`config.mk`:
```
export PLATFORM = sky130hd
export DESIGN_NAME = ptm_timer
export DESIGN_NICKNAME = d
export VERILOG_FILES = /design/src/rtl/ptm_pkg.sv /design/src/rtl/ptm_timer.sv
export SDC_FILE = /design/constraint.sdc
export NUM_CORES = 1
export LEC_CHECK = 0
export BUFFER_PORTS_ARGS = -buffer_cell sky130_fd_sc_hd__buf_2
export CAP_MARGIN = 20
export CORE_ASPECT_RATIO = 0.8
export CORE_UTILIZATION = 35
export CTS_BUF_LIST = sky130_fd_sc_hd__clkbuf_4 sky130_fd_sc_hd__clkbuf_8
export DETAILED_ROUTE_END_ITERATION = 12
export GPL_ROUTABILITY_DRIVEN = 0
export REMOVE_ABC_BUFFERS = 1
export SLEW_MARGIN = 20
export SYNTH_ARGS = -nofsm -noshare
export SYNTH_HDL_FRONTEND = slang
export SYNTH_SLANG_ARGS = --single-unit
```
`constraint.sdc`:
```
create_clock -name mclk -period 3.3 [get_ports mclk]
set_input_delay 0.495 -clock mclk [delete_from_list [all_inputs] [get_ports mclk]]
set_output_delay 0.495 -clock mclk [all_outputs]
set_load 0.1 [all_outputs]
```
`src/rtl/ptm_pkg.sv`:
```
// Package for the 10-bit periodic timer: register map, field positions, modes.
// Assumes a byte-wide register port; offsets here are local indices.
package ptm_pkg;
  localparam int unsigned PTM_CNT_W = 10;
  localparam int unsigned PTM_ADDR_W = 3;
  // Register offsets
  localparam logic [2:0] PTM_OFS_CTRL0 = 3'h0;
  localparam logic [2:0] PTM_OFS_CTRL1 = 3'h1;
  localparam logic [2:0] PTM_OFS_CNT_LOW = 3'h2;
  localparam logic [2:0] PTM_OFS_CNT_HIGH = 3'h3;
  localparam logic [2:0] PTM_OFS_CMPA_LOW = 3'h4;
  localparam logic [2:0] PTM_OFS_CMPA_HIGH = 3'h5;
  localparam logic [2:0] PTM_OFS_PER_LOW = 3'h6;
  localparam logic [2:0] PTM_OFS_PER_HIGH = 3'h7;
  // Control zero: counter_on bit
  localparam int unsigned PTM_BIT_ON = 3;
  // Control one: fields
  localparam int unsigned PTM_BIT_MODE_HI = 7;
  localparam int unsigned PTM_BIT_MODE_LO = 6;
  localparam int unsigned PTM_BIT_ACT_HI = 5;
  localparam int unsigned PTM_BIT_ACT_LO = 4;
  localparam int unsigned PTM_BIT_INIT = 3;
  localparam int unsigned PTM_BIT_INV = 2;
  localparam int unsigned PTM_BIT_CLRSRC = 0;
  // Flag register (bit position in control zero, write one to clear)
  localparam int unsigned PTM_BIT_FLAG_A = 1;
  localparam int unsigned PTM_BIT_FLAG_P = 0;
  localparam logic [7:0] PTM_RST_BYTE = 8'h00;
  localparam logic [9:0] PTM_CNT_ZERO = 10'h000;
  localparam logic [9:0] PTM_CNT_MAX = 10'h3ff;
  localparam logic [9:0] PTM_CNT_ONE = 10'h001;

  typedef enum logic [1:0] {
    PTM_MODE_CMP = 2'b00,
    PTM_MODE_CAP = 2'b01,
    PTM_MODE_PWM = 2'b10,
    PTM_MODE_TMR = 2'b11
  } ptm_mode_e;

  // Pin action codes
  localparam logic [1:0] PTM_ACT_NONE = 2'b00;
  localparam logic [1:0] PTM_ACT_LOW = 2'b01;
  localparam logic [1:0] PTM_ACT_HIGH = 2'b10;
  localparam logic [1:0] PTM_ACT_TOGGLE = 2'b11;
  localparam logic [1:0] PTM_PWM_INACT = 2'b00;
  localparam logic [1:0] PTM_PWM_ACT = 2'b01;
  localparam logic [1:0] PTM_PWM_WAVE = 2'b10;
endpackage

```
`src/rtl/ptm_timer.sv`:
```
// 10-bit periodic timer with compare A, period P and PWM output.
// Assumes a synchronous byte register port on mclk and a tick enable
// from an external clock-select divider on the same clock.
//
// Operation
// - Counter bits 9..8 read in counter high bits 1..0, rest zero.
// - Ten-bit compare A held in low and high byte, reset zero.
// - Ten-bit period P held in low and high byte, unused bits zero.
// - Two-bit mode select chooses among the operating modes.
// - Mode 00 selects compare-match output mode.
// - Clear source low: clear on P match, or overflow when P zero; both flags.
// - Clear source high: clear on A match, only A flag raised.
// - Compare A zero: no A flag; with clear source high the counter overflows at 3FF.
// - Compare mode: pin changes only on A match, never on P match.
// - On A match, pin goes high, low or toggles; action zero holds.
// - Counter-on rising sets pin to the initial level.
// - Mode 11 counts like compare mode; pin unused.
// - PWM ignores clear source; P sets frequency, A sets duty.
// - PWM raises A flag on A match and P flag on P match.
// - PWM: initial level is active level, action enables, invert flips.
// - Compare action: 01 low, 10 high, 11 toggle.
// - PWM period P, zero means 1024; duty at or above period full on.
// - Counter-on rising clears counter; falling holds count.
// - PWM action: 00 inactive, 01 active, 10 waveform.
`timescale 1ns/10ps
`default_nettype none

module ptm_timer
  import ptm_pkg::*;
#(
  parameter int unsigned CNT_W = ptm_pkg::PTM_CNT_W
) (
  input wire logic mclk,
  input wire logic resetn,
  input wire logic tick,
  input wire logic [ptm_pkg::PTM_ADDR_W-1:0] addr,
  input wire logic [7:0] wdata,
  input wire logic wr,
  input wire logic rd,
  output logic [7:0] rdata,
  output logic pin_out,
  output logic pin_oe,
  output logic match_a_flag,
  output logic match_p_flag
);
  import ptm_pkg::*;

  // Elaboration checks: the logic below is written for a 10-bit count
  // held in byte-wide registers and cannot serve other shapes.
  if (CNT_W != PTM_CNT_W) begin : g_bad_width
    $error("ptm_timer supports only a 10-bit counter");
  end
  if ($bits(PTM_OFS_CTRL0) != PTM_ADDR_W) begin : g_bad_addr
    $error("ptm_timer register offsets do not fit the address port");
  end
  if (PTM_BIT_MODE_HI != PTM_BIT_MODE_LO + 1) begin : g_bad_mode
    $error("ptm_timer mode field must be two adjacent bits");
  end
  if (PTM_BIT_ACT_HI != PTM_BIT_ACT_LO + 1) begin : g_bad_act
    $error("ptm_timer pin action field must be two adjacent bits");
  end
  if (PTM_BIT_MODE_HI >= $bits(wdata)) begin : g_bad_pos
    $error("ptm_timer control field lies outside the data byte");
  end
  if ((PTM_BIT_FLAG_A == PTM_BIT_ON) || (PTM_BIT_FLAG_P == PTM_BIT_ON)) begin : g_bad_flag
    $error("ptm_timer flag clear bits overlap the counter-on bit");
  end
  if (PTM_BIT_FLAG_A == PTM_BIT_FLAG_P) begin : g_bad_flags
    $error("ptm_timer flag clear bits must differ");
  end
  if (PTM_CNT_MAX != ~PTM_CNT_ZERO) begin : g_bad_max
    $error("ptm_timer maximum count must be all ones");
  end

  // Length of a full-range period, used when the period value is zero
  localparam logic [10:0] PTM_PER_FULL = 11'(PTM_CNT_MAX) + 11'(PTM_CNT_ONE);

  logic [9:0] cnt_q;
  logic [9:0] cmpa_q;
  logic [9:0] per_q;
  logic counter_on_q;
  logic on_prev_q;
  logic [1:0] mode_select_q;
  logic [1:0] pin_action_select_q;
  logic output_initial_level_q;
  logic output_invert_q;
  logic clear_source_select_q;
  logic capts_q;
  logic pin_q;
  logic pwm_q;

  wire logic on_rise = counter_on_q & ~on_prev_q;

  // Mode decode: which mode runs the waveform and which modes own the pin
  logic is_pwm;
  logic drive_pin;
  always_comb begin
    is_pwm = 1'b0;
    drive_pin = 1'b0;
    unique case (mode_select_q)
      PTM_MODE_CMP: begin
        drive_pin = 1'b1;
      end
      PTM_MODE_PWM: begin
        is_pwm = 1'b1;
        drive_pin = 1'b1;
      end
      // Capture and timer/counter modes count as compare mode, pin released
      PTM_MODE_CAP: begin
        drive_pin = 1'b0;
      end
      PTM_MODE_TMR: begin
        drive_pin = 1'b0;
      end
    endcase
  end
  wire logic run = counter_on_q & tick & ~on_rise;

  // Match when the counter reaches a nonzero compare value
  function automatic logic hit(input logic [9:0] c, input logic [9:0] v);
    hit = (v != PTM_CNT_ZERO) && (c == v);
  endfunction

  // Register write decode, shared by every register process
  function automatic logic wr_at(input logic w, input logic [2:0] a, input logic [2:0] ofs);
    wr_at = w && (a == ofs);
  endfunction

  // Byte views of a 10-bit value; spare high bits read zero
  function automatic logic [7:0] lo_byte(input logic [9:0] v);
    lo_byte = v[7:0];
  endfunction
  function automatic logic [7:0] hi_byte(input logic [9:0] v);
    hi_byte = {6'h00, v[9:8]};
  endfunction

  // Matches look at the value the counter is about to take, so the counter
  // never rests on a clearing value and a period value P gives P counts.
  wire logic [9:0] cnt_inc = 10'(cnt_q + PTM_CNT_ONE);
  wire logic a_eq = hit(cnt_inc, cmpa_q);
  wire logic p_eq = hit(cnt_inc, per_q);
  wire logic ovf = cnt_q == PTM_CNT_MAX;
  // Compare A of zero never matches, so no A flag then
  wire logic a_match = run & a_eq;
  wire logic p_allowed = is_pwm | ~clear_source_select_q;
  wire logic p_match = run & p_eq & p_allowed;

  // Counter clear decision per mode
  logic clr_now;
  always_comb begin
    clr_now = 1'b0;
    if (is_pwm) begin
      clr_now = (per_q == PTM_CNT_ZERO) ? ovf : p_eq;
    end else if (clear_source_select_q) begin
      clr_now = a_eq | ovf;
    end else begin
      clr_now = (per_q == PTM_CNT_ZERO) ? ovf : p_eq;
    end
  end

  // Counter
  always_ff @(posedge mclk or negedge resetn) begin
    if (!resetn) begin
      cnt_q <= PTM_CNT_ZERO;
    end else if (on_rise) begin
      cnt_q <= PTM_CNT_ZERO;
    end else if (run) begin
      cnt_q <= clr_now ? PTM_CNT_ZERO : cnt_inc;
    end
  end

  always_ff @(posedge mclk or negedge resetn) begin
    if (!resetn) begin
      on_prev_q <= 1'b0;
    end else begin
      on_prev_q <= counter_on_q;
    end
  end

  // Counter-on bit in control zero; own process so a control one
  // write can never disturb the run state
  always_ff @(posedge mclk or negedge resetn) begin
    if (!resetn) begin
      counter_on_q <= 1'b0;
    end else if (wr_at(wr, addr, PTM_OFS_CTRL0)) begin
      counter_on_q <= wdata[PTM_BIT_ON];
    end
  end

  // Control one fields
  always_ff @(posedge mclk or negedge resetn) begin
    if (!resetn) begin
      mode_select_q <= PTM_MODE_CMP;
      pin_action_select_q <= PTM_ACT_NONE;
      output_initial_level_q <= 1'b0;
      output_invert_q <= 1'b0;
      capts_q <= 1'b0;
      clear_source_select_q <= 1'b0;
    end else if (wr_at(wr, addr, PTM_OFS_CTRL1)) begin
      mode_select_q <= wdata[PTM_BIT_MODE_HI:PTM_BIT_MODE_LO];
      pin_action_select_q <= wdata[PTM_BIT_ACT_HI:PTM_BIT_ACT_LO];
      output_initial_level_q <= wdata[PTM_BIT_INIT];
      output_invert_q <= wdata[PTM_BIT_INV];
      capts_q <= wdata[PTM_BIT_CLRSRC+1];
      clear_source_select_q <= wdata[PTM_BIT_CLRSRC];
    end
  end

  // Compare value A; bytes land independently, no latching of a pair
  always_ff @(posedge mclk or negedge resetn) begin
    if (!resetn) begin
      cmpa_q <= PTM_CNT_ZERO;
    end else begin
      if (wr_at(wr, addr, PTM_OFS_CMPA_LOW)) begin
        cmpa_q[7:0] <= wdata;
      end
      if (wr_at(wr, addr, PTM_OFS_CMPA_HIGH)) begin
        cmpa_q[9:8] <= wdata[1:0];
      end
    end
  end

  // Period value P
  always_ff @(posedge mclk or negedge resetn) begin
    if (!resetn) begin
      per_q <= PTM_CNT_ZERO;
    end else begin
      if (wr_at(wr, addr, PTM_OFS_PER_LOW)) begin
        per_q[7:0] <= wdata;
      end
      if (wr_at(wr, addr, PTM_OFS_PER_HIGH)) begin
        per_q[9:8] <= wdata[1:0];
      end
    end
  end

  // Sticky flags; write one to a flag bit of control zero clears it.
  // A match in the clearing cycle wins.
  wire logic clr_a = wr_at(wr, addr, PTM_OFS_CTRL0) & wdata[PTM_BIT_FLAG_A];
  wire logic clr_p = wr_at(wr, addr, PTM_OFS_CTRL0) & wdata[PTM_BIT_FLAG_P];
  always_ff @(posedge mclk or negedge resetn) begin
    if (!resetn) begin
      match_a_flag <= 1'b0;
      match_p_flag <= 1'b0;
    end else begin
      if (a_match) begin
        match_a_flag <= 1'b1;
      end else if (clr_a) begin
        match_a_flag <= 1'b0;
      end
      if (p_match) begin
        match_p_flag <= 1'b1;
      end else if (clr_p) begin
        match_p_flag <= 1'b0;
      end
    end
  end

  // Compare-mode pin level, before polarity
  always_ff @(posedge mclk or negedge resetn) begin
    if (!resetn) begin
      pin_q <= 1'b0;
    end else if (on_rise) begin
      pin_q <= output_initial_level_q;
    end else if (a_match) begin
      // Only the A match moves the pin
      unique case (pin_action_select_q)
        PTM_ACT_LOW: pin_q <= 1'b0;
        PTM_ACT_HIGH: pin_q <= 1'b1;
        PTM_ACT_TOGGLE: pin_q <= ~pin_q;
        PTM_ACT_NONE: pin_q <= pin_q;
      endcase
    end
  end

  // PWM waveform: active while count below duty, full on when duty >= period
  logic [10:0] period_len;
  always_comb begin
    period_len = (per_q == PTM_CNT_ZERO) ? PTM_PER_FULL : {1'b0, per_q};
  end
  always_ff @(posedge mclk or negedge resetn) begin
    if (!resetn) begin
      pwm_q <= 1'b0;
    end else if (on_rise) begin
      pwm_q <= 1'b0;
    end else begin
      pwm_q <= ({1'b0, cmpa_q} >= period_len) | (cnt_q < cmpa_q);
    end
  end

  // Output pin, registered; invert applies in every mode
  logic pin_d;
  always_comb begin
    pin_d = pin_q;
    if (is_pwm) begin
      unique case (pin_action_select_q)
        PTM_PWM_INACT: pin_d = ~output_initial_level_q;
        PTM_PWM_ACT: pin_d = output_initial_level_q;
        PTM_PWM_WAVE: pin_d = pwm_q ? output_initial_level_q : ~output_initial_level_q;
        default: pin_d = ~output_initial_level_q;
      endcase
    end
  end
  always_ff @(posedge mclk or negedge resetn) begin
    if (!resetn) begin
      pin_out <= 1'b0;
    end else begin
      pin_out <= pin_d ^ output_invert_q;
    end
  end

  // Timer/counter and capture modes release the pin
  always_ff @(posedge mclk or negedge resetn) begin
    if (!resetn) begin
      pin_oe <= 1'b0;
    end else begin
      pin_oe <= drive_pin;
    end
  end

  // Read port, one cycle latency
  always_ff @(posedge mclk or negedge resetn) begin
    if (!resetn) begin
      rdata <= PTM_RST_BYTE;
    end else if (rd) begin
      unique case (addr)
        PTM_OFS_CTRL0: rdata <= {4'h0, counter_on_q, 1'b0, match_a_flag, match_p_flag};
        PTM_OFS_CTRL1: rdata <= {mode_select_q, pin_action_select_q, output_initial_level_q,
                                 output_invert_q, capts_q, clear_source_select_q};
        PTM_OFS_CNT_LOW: rdata <= lo_byte(cnt_q);
        PTM_OFS_CNT_HIGH: rdata <= hi_byte(cnt_q);
        PTM_OFS_CMPA_LOW: rdata <= lo_byte(cmpa_q);
        PTM_OFS_CMPA_HIGH: rdata <= hi_byte(cmpa_q);
        PTM_OFS_PER_LOW: rdata <= lo_byte(per_q);
        PTM_OFS_PER_HIGH: rdata <= hi_byte(per_q);
      endcase
    end
  end
endmodule // ptm_timer

`default_nettype wire

```
== Yosys cells after proc, flatten, opt, wreduce, memory -nomap -nowiden ==
Cells that the tools add are included.
Storage, ports and cells
  flip-flop bits (word level): 54
  word-level logic and storage cells: 99
Cells by class
  add/subtract/negate cells: 1
  order comparisons: 2
  equality and inequality tests: 17
  muxes and demuxes: 21
  bitwise logic cells: 17
  reductions and logical operators: 21
Operators by type and width (number)
  8-bit case mux with 8 select lines: 1
  10-bit two-way mux: 3
  10-bit equality test: 2
  10-bit nonzero test: 2
  1-bit two-way mux: 13
  3-bit equality test (second input constant): 4
  10-bit by 11-bit >= comparator with 1-bit output: 1
  11-bit two-way mux: 1
  10-bit by 1-bit adder with 10-bit output (second input constant): 1
  10-bit equality test (second input constant): 1
  10-bit logical NOT: 1
  10-bit < comparator: 1
  1-bit bitwise AND: 8
  2-bit equality test (second input constant): 4
  1-bit logical AND: 8
  2-bit nonzero test: 4
  3-bit by 2-bit equality test with 1-bit output (second input constant): 2
  1-bit NOT: 5
  2-bit by 1-bit equality test with 1-bit output (second input constant): 2
  2-bit logical NOT: 2
  1-bit case mux with 2 select lines: 2
  2-bit OR reduction: 2
  3-bit by 1-bit equality test with 1-bit output (second input constant): 1
  3-bit logical NOT: 1
  other kinds (5): 7

== Logic depth before layout (Yosys ltp) ==
Gate-level depths: netlist of the first run.
  depth after elaboration: 9
  depth in mapped cells: 11

== Least setup slack after synthesis of the first run ==
No wires, ideal clock.
  kind: register -> register
  start point: reg cnt_q[0]
  end point: reg cnt_q[4]
  setup time: 0.121 ns
  arrival time: 2.276 ns
  path slack: 0.903 ns
  cell stages (with the launch flop): 12
  path buffers: 2
  period minus slack after synthesis: 2.397 ns
  path through: dfrtp_1 > ha_1 > clkbuf_4 > or2b_1 > a21oi_1 > o211ai_1 > a211oi_2 > o2111ai_2 > o211ai_4 > buf_6 > nor2_1 > o22a_1
Between the ends
  cells in the longest elaborated chain, start to end: 9
  elaborated cells between the ends (all ways): 13
  classes of those cells: add/sub: 1; eq/ne: 3; mux: 6; bitwise: 1; reduce/logical: 2
Ends and longest elaborated chain
  start: declaration: line ptm_timer.sv:78  | logic [9:0] cnt_q;
  start signal: assignment: line ptm_timer.sv:168  | cnt_q <= clr_now ? PTM_CNT_ZERO : cnt_inc;
  10-bit by 1-bit adder with 10-bit output: line ptm_timer.sv:139  | wire logic [9:0] cnt_inc = 10'(cnt_q + PTM_CNT_ONE);
  10-bit equality test: line ptm_timer.sv:121  | hit = (v != PTM_CNT_ZERO) && (c == v);
  1-bit logical AND: line ptm_timer.sv:121
  1-bit two-way mux or 1-bit OR (tied branches): line ptm_timer.sv:153, ptm_timer.sv:157, ptm_timer.sv:155
  1-bit two-way mux: line ptm_timer.sv:154  | end else if (clear_source_select_q) begin
  1-bit two-way mux: line ptm_timer.sv:152  | if (is_pwm) begin
  10-bit two-way mux (*): line ptm_timer.sv:168
  10-bit two-way mux (*): line ptm_timer.sv:167  | end else if (run) begin
  10-bit two-way mux (*): line ptm_timer.sv:165  | end else if (on_rise) begin
Every way passes the cells marked *; elsewhere a longest branch is shown, timed or not. The select of a mux whose other input is x is not followed.
A chain may end at the register's enable or synchronous reset.

== Worst setup path in the final report of the first run ==
  start point: reg cnt_q[1]
  end point: reg cnt_q[4]
The elaborated chain is that of the path after synthesis.

==> metrics, run 1 <==
sequential power share=41.1%; final wirelength=10.4 mm; Critical Path Start Type=flop; area occupied by multi-input gates=2210 um2; RSZ-0062 raised after global routing=false; Core ar.=10500 um2; final count of hold timing violations=0; synthesized area per cell=9.15 um2; gr usage total=19.6%; VDD IR max=0.356 mV; flops & latches, synth=54; Inserted Diodes=0; Setup crit end kind=flop; clock power share=about a fifth; H-tree depth=2; CTS Buf Count=5; Distinct cells, synth=66; Mapped Cells=421; global route overflow=0; io pins=28; Worst Max-Slew Pin Slew=approximately 0.64 ns; DR DRC count=0; fmax=0.339 GHz; antenna viol nets, final=0; P_leak=1.79 nW; Post-synth EDFFs=0; Slew HR=57.6%; DR iter-0 viols=351; minimum clock period=2.95 ns; class of the worst hold path=in2async; port buffer count=27; Worst Path Arrival=approximately 3.2 ns; drt wl/cell=18.2 um; DIE WIDTH=119 um; Worst-Skew Late Latency=roughly 0.33 ns; FILL cells=1080; count of final setup violators=0; largest net degree at the start of global routing=49; Starting Density=~37%; combinational share of power=37.7%; Post-DP HPWL=between 7 and 8 mm; period utilization=89.4%; PD cells=552 nW/um2; sw frac=42.2%; Final Util=39.3%; hold slack=0.175 ns; clock tree skew after final layout=0.0100 ns; Seq/Total Area, Yosys=35.1%; share of cells above drive strength 1=16.6%; Psw=0.960 mW; Pint=1.32 mW; data required time of the critical path=between 3 and 4 ns; max-cap check violation count=0; clk slew on worst S/H paths=0.11 ns; Vias=3242; Final Power=2.28 mW; prevailing post-synth register cell=dfrtp_1; Core Rows=33; Warnings, synthesis=0; Clock Tree Buf Depth=2; synthesized cell area=3850 um2; outcome=finished, final reports clean; setup_tns=0 ns; synth-to-layout area growth=7.12%; Root Driver=clkbuf_8; Sequential Area=1350 um2; Clock Sinks=54; post-CTS setup buffer count=0; full die area=about 11000 um2; initial antenna violation count=0; DP Area=between 4000 and 5000 um2; Final Cell Area=4130 um2; Initial DRT Pass Iterations=5; CTS tree=built; FFs w/ async S/R, synth=100%; Slew Viols, Final=0; routed vias/inst=5.64; first-pass GRT wire length=17.2 mm; final net count=475; critical path class=reg2reg; Post-CTS Hold Buffers=0; vias in the first global route=around 3000; Post-CTS Resized=0; crit path max fanout=17; Die Span Y=95.8 um
synthesized netlist by cell type (all sizes together), types with 2 or more instances:
cell | count | share of area, %
nor3b | 2 | 0.39
clkbuf | 17 | 3.1
a211oi | 5 | 1.1
inv | 31 | 3.0
nand2b | 4 | 0.65
o22ai | 2 | 0.32
buf | 7 | 1.6
a22oi | 8 | 1.6
mux2i | 4 | 1.0
dfrtp | 54 | 35
nand3 | 12 | 2.3
nor3 | 8 | 1.3
mux2 | 22 | 6.4
nand3b | 3 | 0.58
o211ai | 2 | 0.75
nor2b | 7 | 1.1
and3 | 3 | 0.52
nor2 | 25 | 2.7
o2111ai | 2 | 0.62
xor2 | 8 | 1.8
nor4 | 8 | 1.3
o21a | 5 | 0.97
o31ai | 2 | 0.39
a31oi | 6 | 0.97
nand2 | 37 | 3.6
xnor2 | 10 | 2.3
a21o | 10 | 1.9
nand4 | 5 | 0.97
a21oi | 23 | 3.0
o21ai | 41 | 5.3
a2111oi | 2 | 0.45
and2 | 2 | 0.32
ha | 25 | 8.1
per-stage QoR:
| stage | instances | worst slack (ns) |
|---|---|---|
| after floorplan | 397 | 0.702 |
| after global placement | 567 | 0.482 |
| after detailed placement | 567 | 0.371 |
| after CTS | 575 | 0.360 |
| after global routing | 575 | 0.00848 |
| final | 575 | 0.350 |
routing by layer:
metal	share of wire (%)	global-route usage, %	vias up
li1	-	-	1537
met1	51	30.6	1577
met2	41	27.8	118
met3	7.3	3.85	10
met4	0.62	3.06	0
met5	0	0	-
final timing paths:
check | end | cells past startpoint | start | slack, ns
max in group asynchronous | rdata[3] | 2 | resetn | 2.55
max reg2reg | cnt_q[4] | 9 | cnt_q[1] | 0.35
min in group mclk | pin_action_select_q[1] | 3 | wdata[5] | 0.42
min reg2reg | pin_oe | 1 | mode_select_q[0] | 0.47
max | cnt_q[4] | 9 | cnt_q[1] | 0.35
min | pin_out | 1 | resetn | 0.17
power groups by stage:
stage                     combinational [mW]  clock (mW)  sequential, mW
after floorplan                        0.465           0            1.06
after global placement                 0.837           0           0.939
after detailed placement               0.849           0           0.945
after CTS                              0.853       0.499           0.932
after global routing                   0.946       0.522           0.956
final                                  0.857       0.484           0.935
cells in the final DEF (no fill, tap or decap), drive strengths merged, types with 6 or more instances in the layout:
cell	count
nand2	37
nand3	12
mux2	22
a31oi	6
xor2	8
nor4	8
ha	25
nor2	25
inv	32
a22oi	8
dfrtp	54
buf	30
a21o	10
xnor2	10
a21oi	23
nor2b	7
o21ai	41
nor3	8
kinds of logic (layout without fill, tap and decap cells):
| family | after synthesis | in the layout | synth area share [%] |
|---|---|---|---|
| xor gates and xnor gates | 18 | 18 | 4.09 |
| buffers and inverters | 55 | 69 | 7.64 |
| DFF | 54 | 54 | 35.1 |
| and+or+nand+nor | 123 | 123 | 17.4 |
| adders and majority gates | 25 | 25 | 8.12 |
| AOI/OAI and AO/OA | 120 | 120 | 20.2 |
| muxes | 26 | 26 | 7.47 |
worst max-delay path, stage by stage, from the launching register on:
cell       delay [ns]
dfrtp_1          0.43
ha_1             0.50
nand4_2          0.26
nor2_4           0.20
nand2_1          0.07
a311oi_1         0.31
o2111ai_2        0.23
o211ai_4         0.45
and2b_1          0.24
o22a_1           0.15
state kept, by name (all words and copies together) (netlist names), 2 cells and up:
register             count
per_q                   10
cnt_q                   10
mode_select_q            2
cmpa_q                  10
rdata                    8
pin_action_select_q      2
cell type report:
type                       count  area share (%)
tap                          140            4.25
clock inverter                 3            1.15
timing repair buffer          30            3.88
inverter                      31            2.82
multi-input combinational    312            53.5
clock buffer                   5            1.67
sequential                    54            32.8
No activity file was read; power rests on OpenSTA's default activity.
==> inputs of run 2 (changes only) <==
clock period = 3.8 ns   (was 3.3 ns; I/O delays follow)
==> metrics, run 2 (same netlist as run 1, synthesis figures left out) <==
FILL cells=1050 (-2.8%); minimum clock period=3.03 ns (+0.0760 ns); Sequential Area=1350 um2 (unchanged); gr usage total=19.5% (-0.073 points); H-tree depth=2 (unchanged); VDD IR max=0.216 mV (-39%); clk slew on worst S/H paths=0.10 ns (about the same); DR DRC count=0 (unchanged); Worst Path Arrival=3.23 ns (+0.06 ns); drt wl/cell=18.4 um (+1.5%); P_leak=1.77 nW (-0.90%); most common cell after layout, fill and taps aside=dfrtp_1; Post-CTS Hold Buffers=0 (unchanged); global route overflow=0 (unchanged); worst-path cell chain=ha_1 > nand4_2 > nor2_4 > nand2_1 > a311oi_1 > o2111ai_2 > o211ai_4 > and2b_1 > o22a_1; Worst path slowest cell=ha_1; Post-DP HPWL=7.94 mm (+1.1%); Worst Max-Slew Pin Slew=0.807 ns (+0.171 ns); setup_tns=0 ns (unchanged); DR iter-0 viols=287 (-18%); final count of hold timing violations=0 (unchanged); Starting Density=36.7% (unchanged); routed vias/inst=5.61 (-0.47%); count of final setup violators=0 (unchanged); PD cells=476 nW/um2 (-14%); Slew Viols, Final=0 (unchanged); Slew HR=46.2% (-11 points); Final Power=1.95 mW (-14%); hold slack=0.326 ns (+0.151 ns); DP Area=3990 um2 (-0.37%); Core ar.=10500 um2 (unchanged); full die area=11400 um2 (unchanged); Core Rows=33 (unchanged); DIE WIDTH=119 um (unchanged); class of the worst hold path=in2async; max incr delay on CP=0.50 ns (about the same); final wirelength=10.5 mm (+0.95%); largest net degree at the start of global routing=35 (-29%); period utilization=79.6% (-9.8 points); fmax=0.331 GHz (-2.5%); data required time of the critical path=4.01 ns (+0.49 ns); outcome=finished, final reports clean; RSZ-0062 raised after global routing=false; io pins=28 (unchanged); final net count=473 (-0.42%); antenna viol nets, final=0 (unchanged); share of cells above drive strength 1=16.0% (-0.58 points); Post-CTS Resized=0 (unchanged); Die Span Y=95.8 um (unchanged); Initial DRT Pass Iterations=5 (unchanged); port buffer count=27 (unchanged); Critical Path Start Type=flop; most frequent cells in the layout=dfrtp_1 (54), o21ai_0 (41), nand2_1 (37); critical path class=reg2reg; CTS Buf Count=5 (unchanged); clock tree skew after final layout=0.00887 ns (-0.00114 ns); Final Cell Area=4100 um2 (-0.64%); Largest regs=cmpa_q x10, cnt_q x10, per_q x10; max-cap check violation count=0 (unchanged); crit path max fanout=17 (unchanged); Clock Tree Buf Depth=2 (unchanged); Inserted Diodes=0 (unchanged); first-pass GRT wire length=17.2 mm (-0.32%); Root Driver=clkbuf_8; post-CTS setup buffer count=0 (unchanged); Final Util=39.1% (-0.25 points); CTS tree=built; Vias=3210 (-0.99%); vias in the first global route=3072 (+2.2%); initial antenna violation count=0 (unchanged); Worst-Skew Late Latency=0.32 ns (about the same); area occupied by multi-input gates=2210 um2 (unchanged); synth-to-layout area growth=6.43%; Setup crit end kind=flop; Clock Sinks=54 (unchanged)
-- run 2: cell types whose count changed in the layout (fill, tap and decap cells not counted), sizes merged --
cell	delta
buf	-2
inv	-1
-- run 2: power breakdown --
| part | total [mW] | switching, mW | internal [mW] |
|---|---|---|---|
| Sequential | 0.824 | 0.147 | 0.677 |
| Combinational | 0.733 | 0.473 | 0.260 |
| Clock | 0.396 | 0.202 | 0.194 |
-- run 2: layer usage --
layer  up-vias  share of wire [%]  global-route usage (%)
met5         -                  0                       0
met4         0               0.56                    2.00
met3        10                7.6                    3.61
met2       132                 41                    28.4
met1      1536                 50                    30.4
li1       1532                  -                       -
-- run 2: path summary, 6_finish.rpt --
| path | startpoint | to | slack [ns] | depth (start not counted) |
|---|---|---|---|---|
| worst max-delay path | cnt_q[0] | cnt_q[4] | 0.77 | 9 |
| worst min-delay path | resetn | cnt_q[4] | 0.33 | 1 |
| worst max register to register | cnt_q[0] | cnt_q[4] | 0.77 | 9 |
| worst min register to register | rdata[3] | rdata[3] | 0.48 | 1 |
| max in group asynchronous | resetn | per_q[3] | 2.69 | 2 |
| min in group mclk | rdata[3] | rdata[3] | 0.48 | 1 |
-- run 2: layout make-up --
class,instances,area share [%]
Multi-Input combinational cell,312,53.8
Sequential cell,54,33.0
Tap cell,140,4.27
Timing Repair Buffer,28,3.48
Inverter,31,2.84
Clock buffer,5,1.68
Clock inverter,2,0.946
-- run 2: critical path: cells and delay by family (launching register included) --
kind	cells	cell delay, ns
AOI/OAI and AO/OA	4	1.15
and+or+nand+nor	4	0.77
adders and majority gates	1	0.50
DFF	1	0.49
-- run 2: through the flow --
stage                     instances  setup WS [ns]
after floorplan                 397           1.20
after global placement          565          0.928
after detailed placement        565          0.798
after CTS                       572          0.773
after global routing            572          0.537
final                           572          0.774
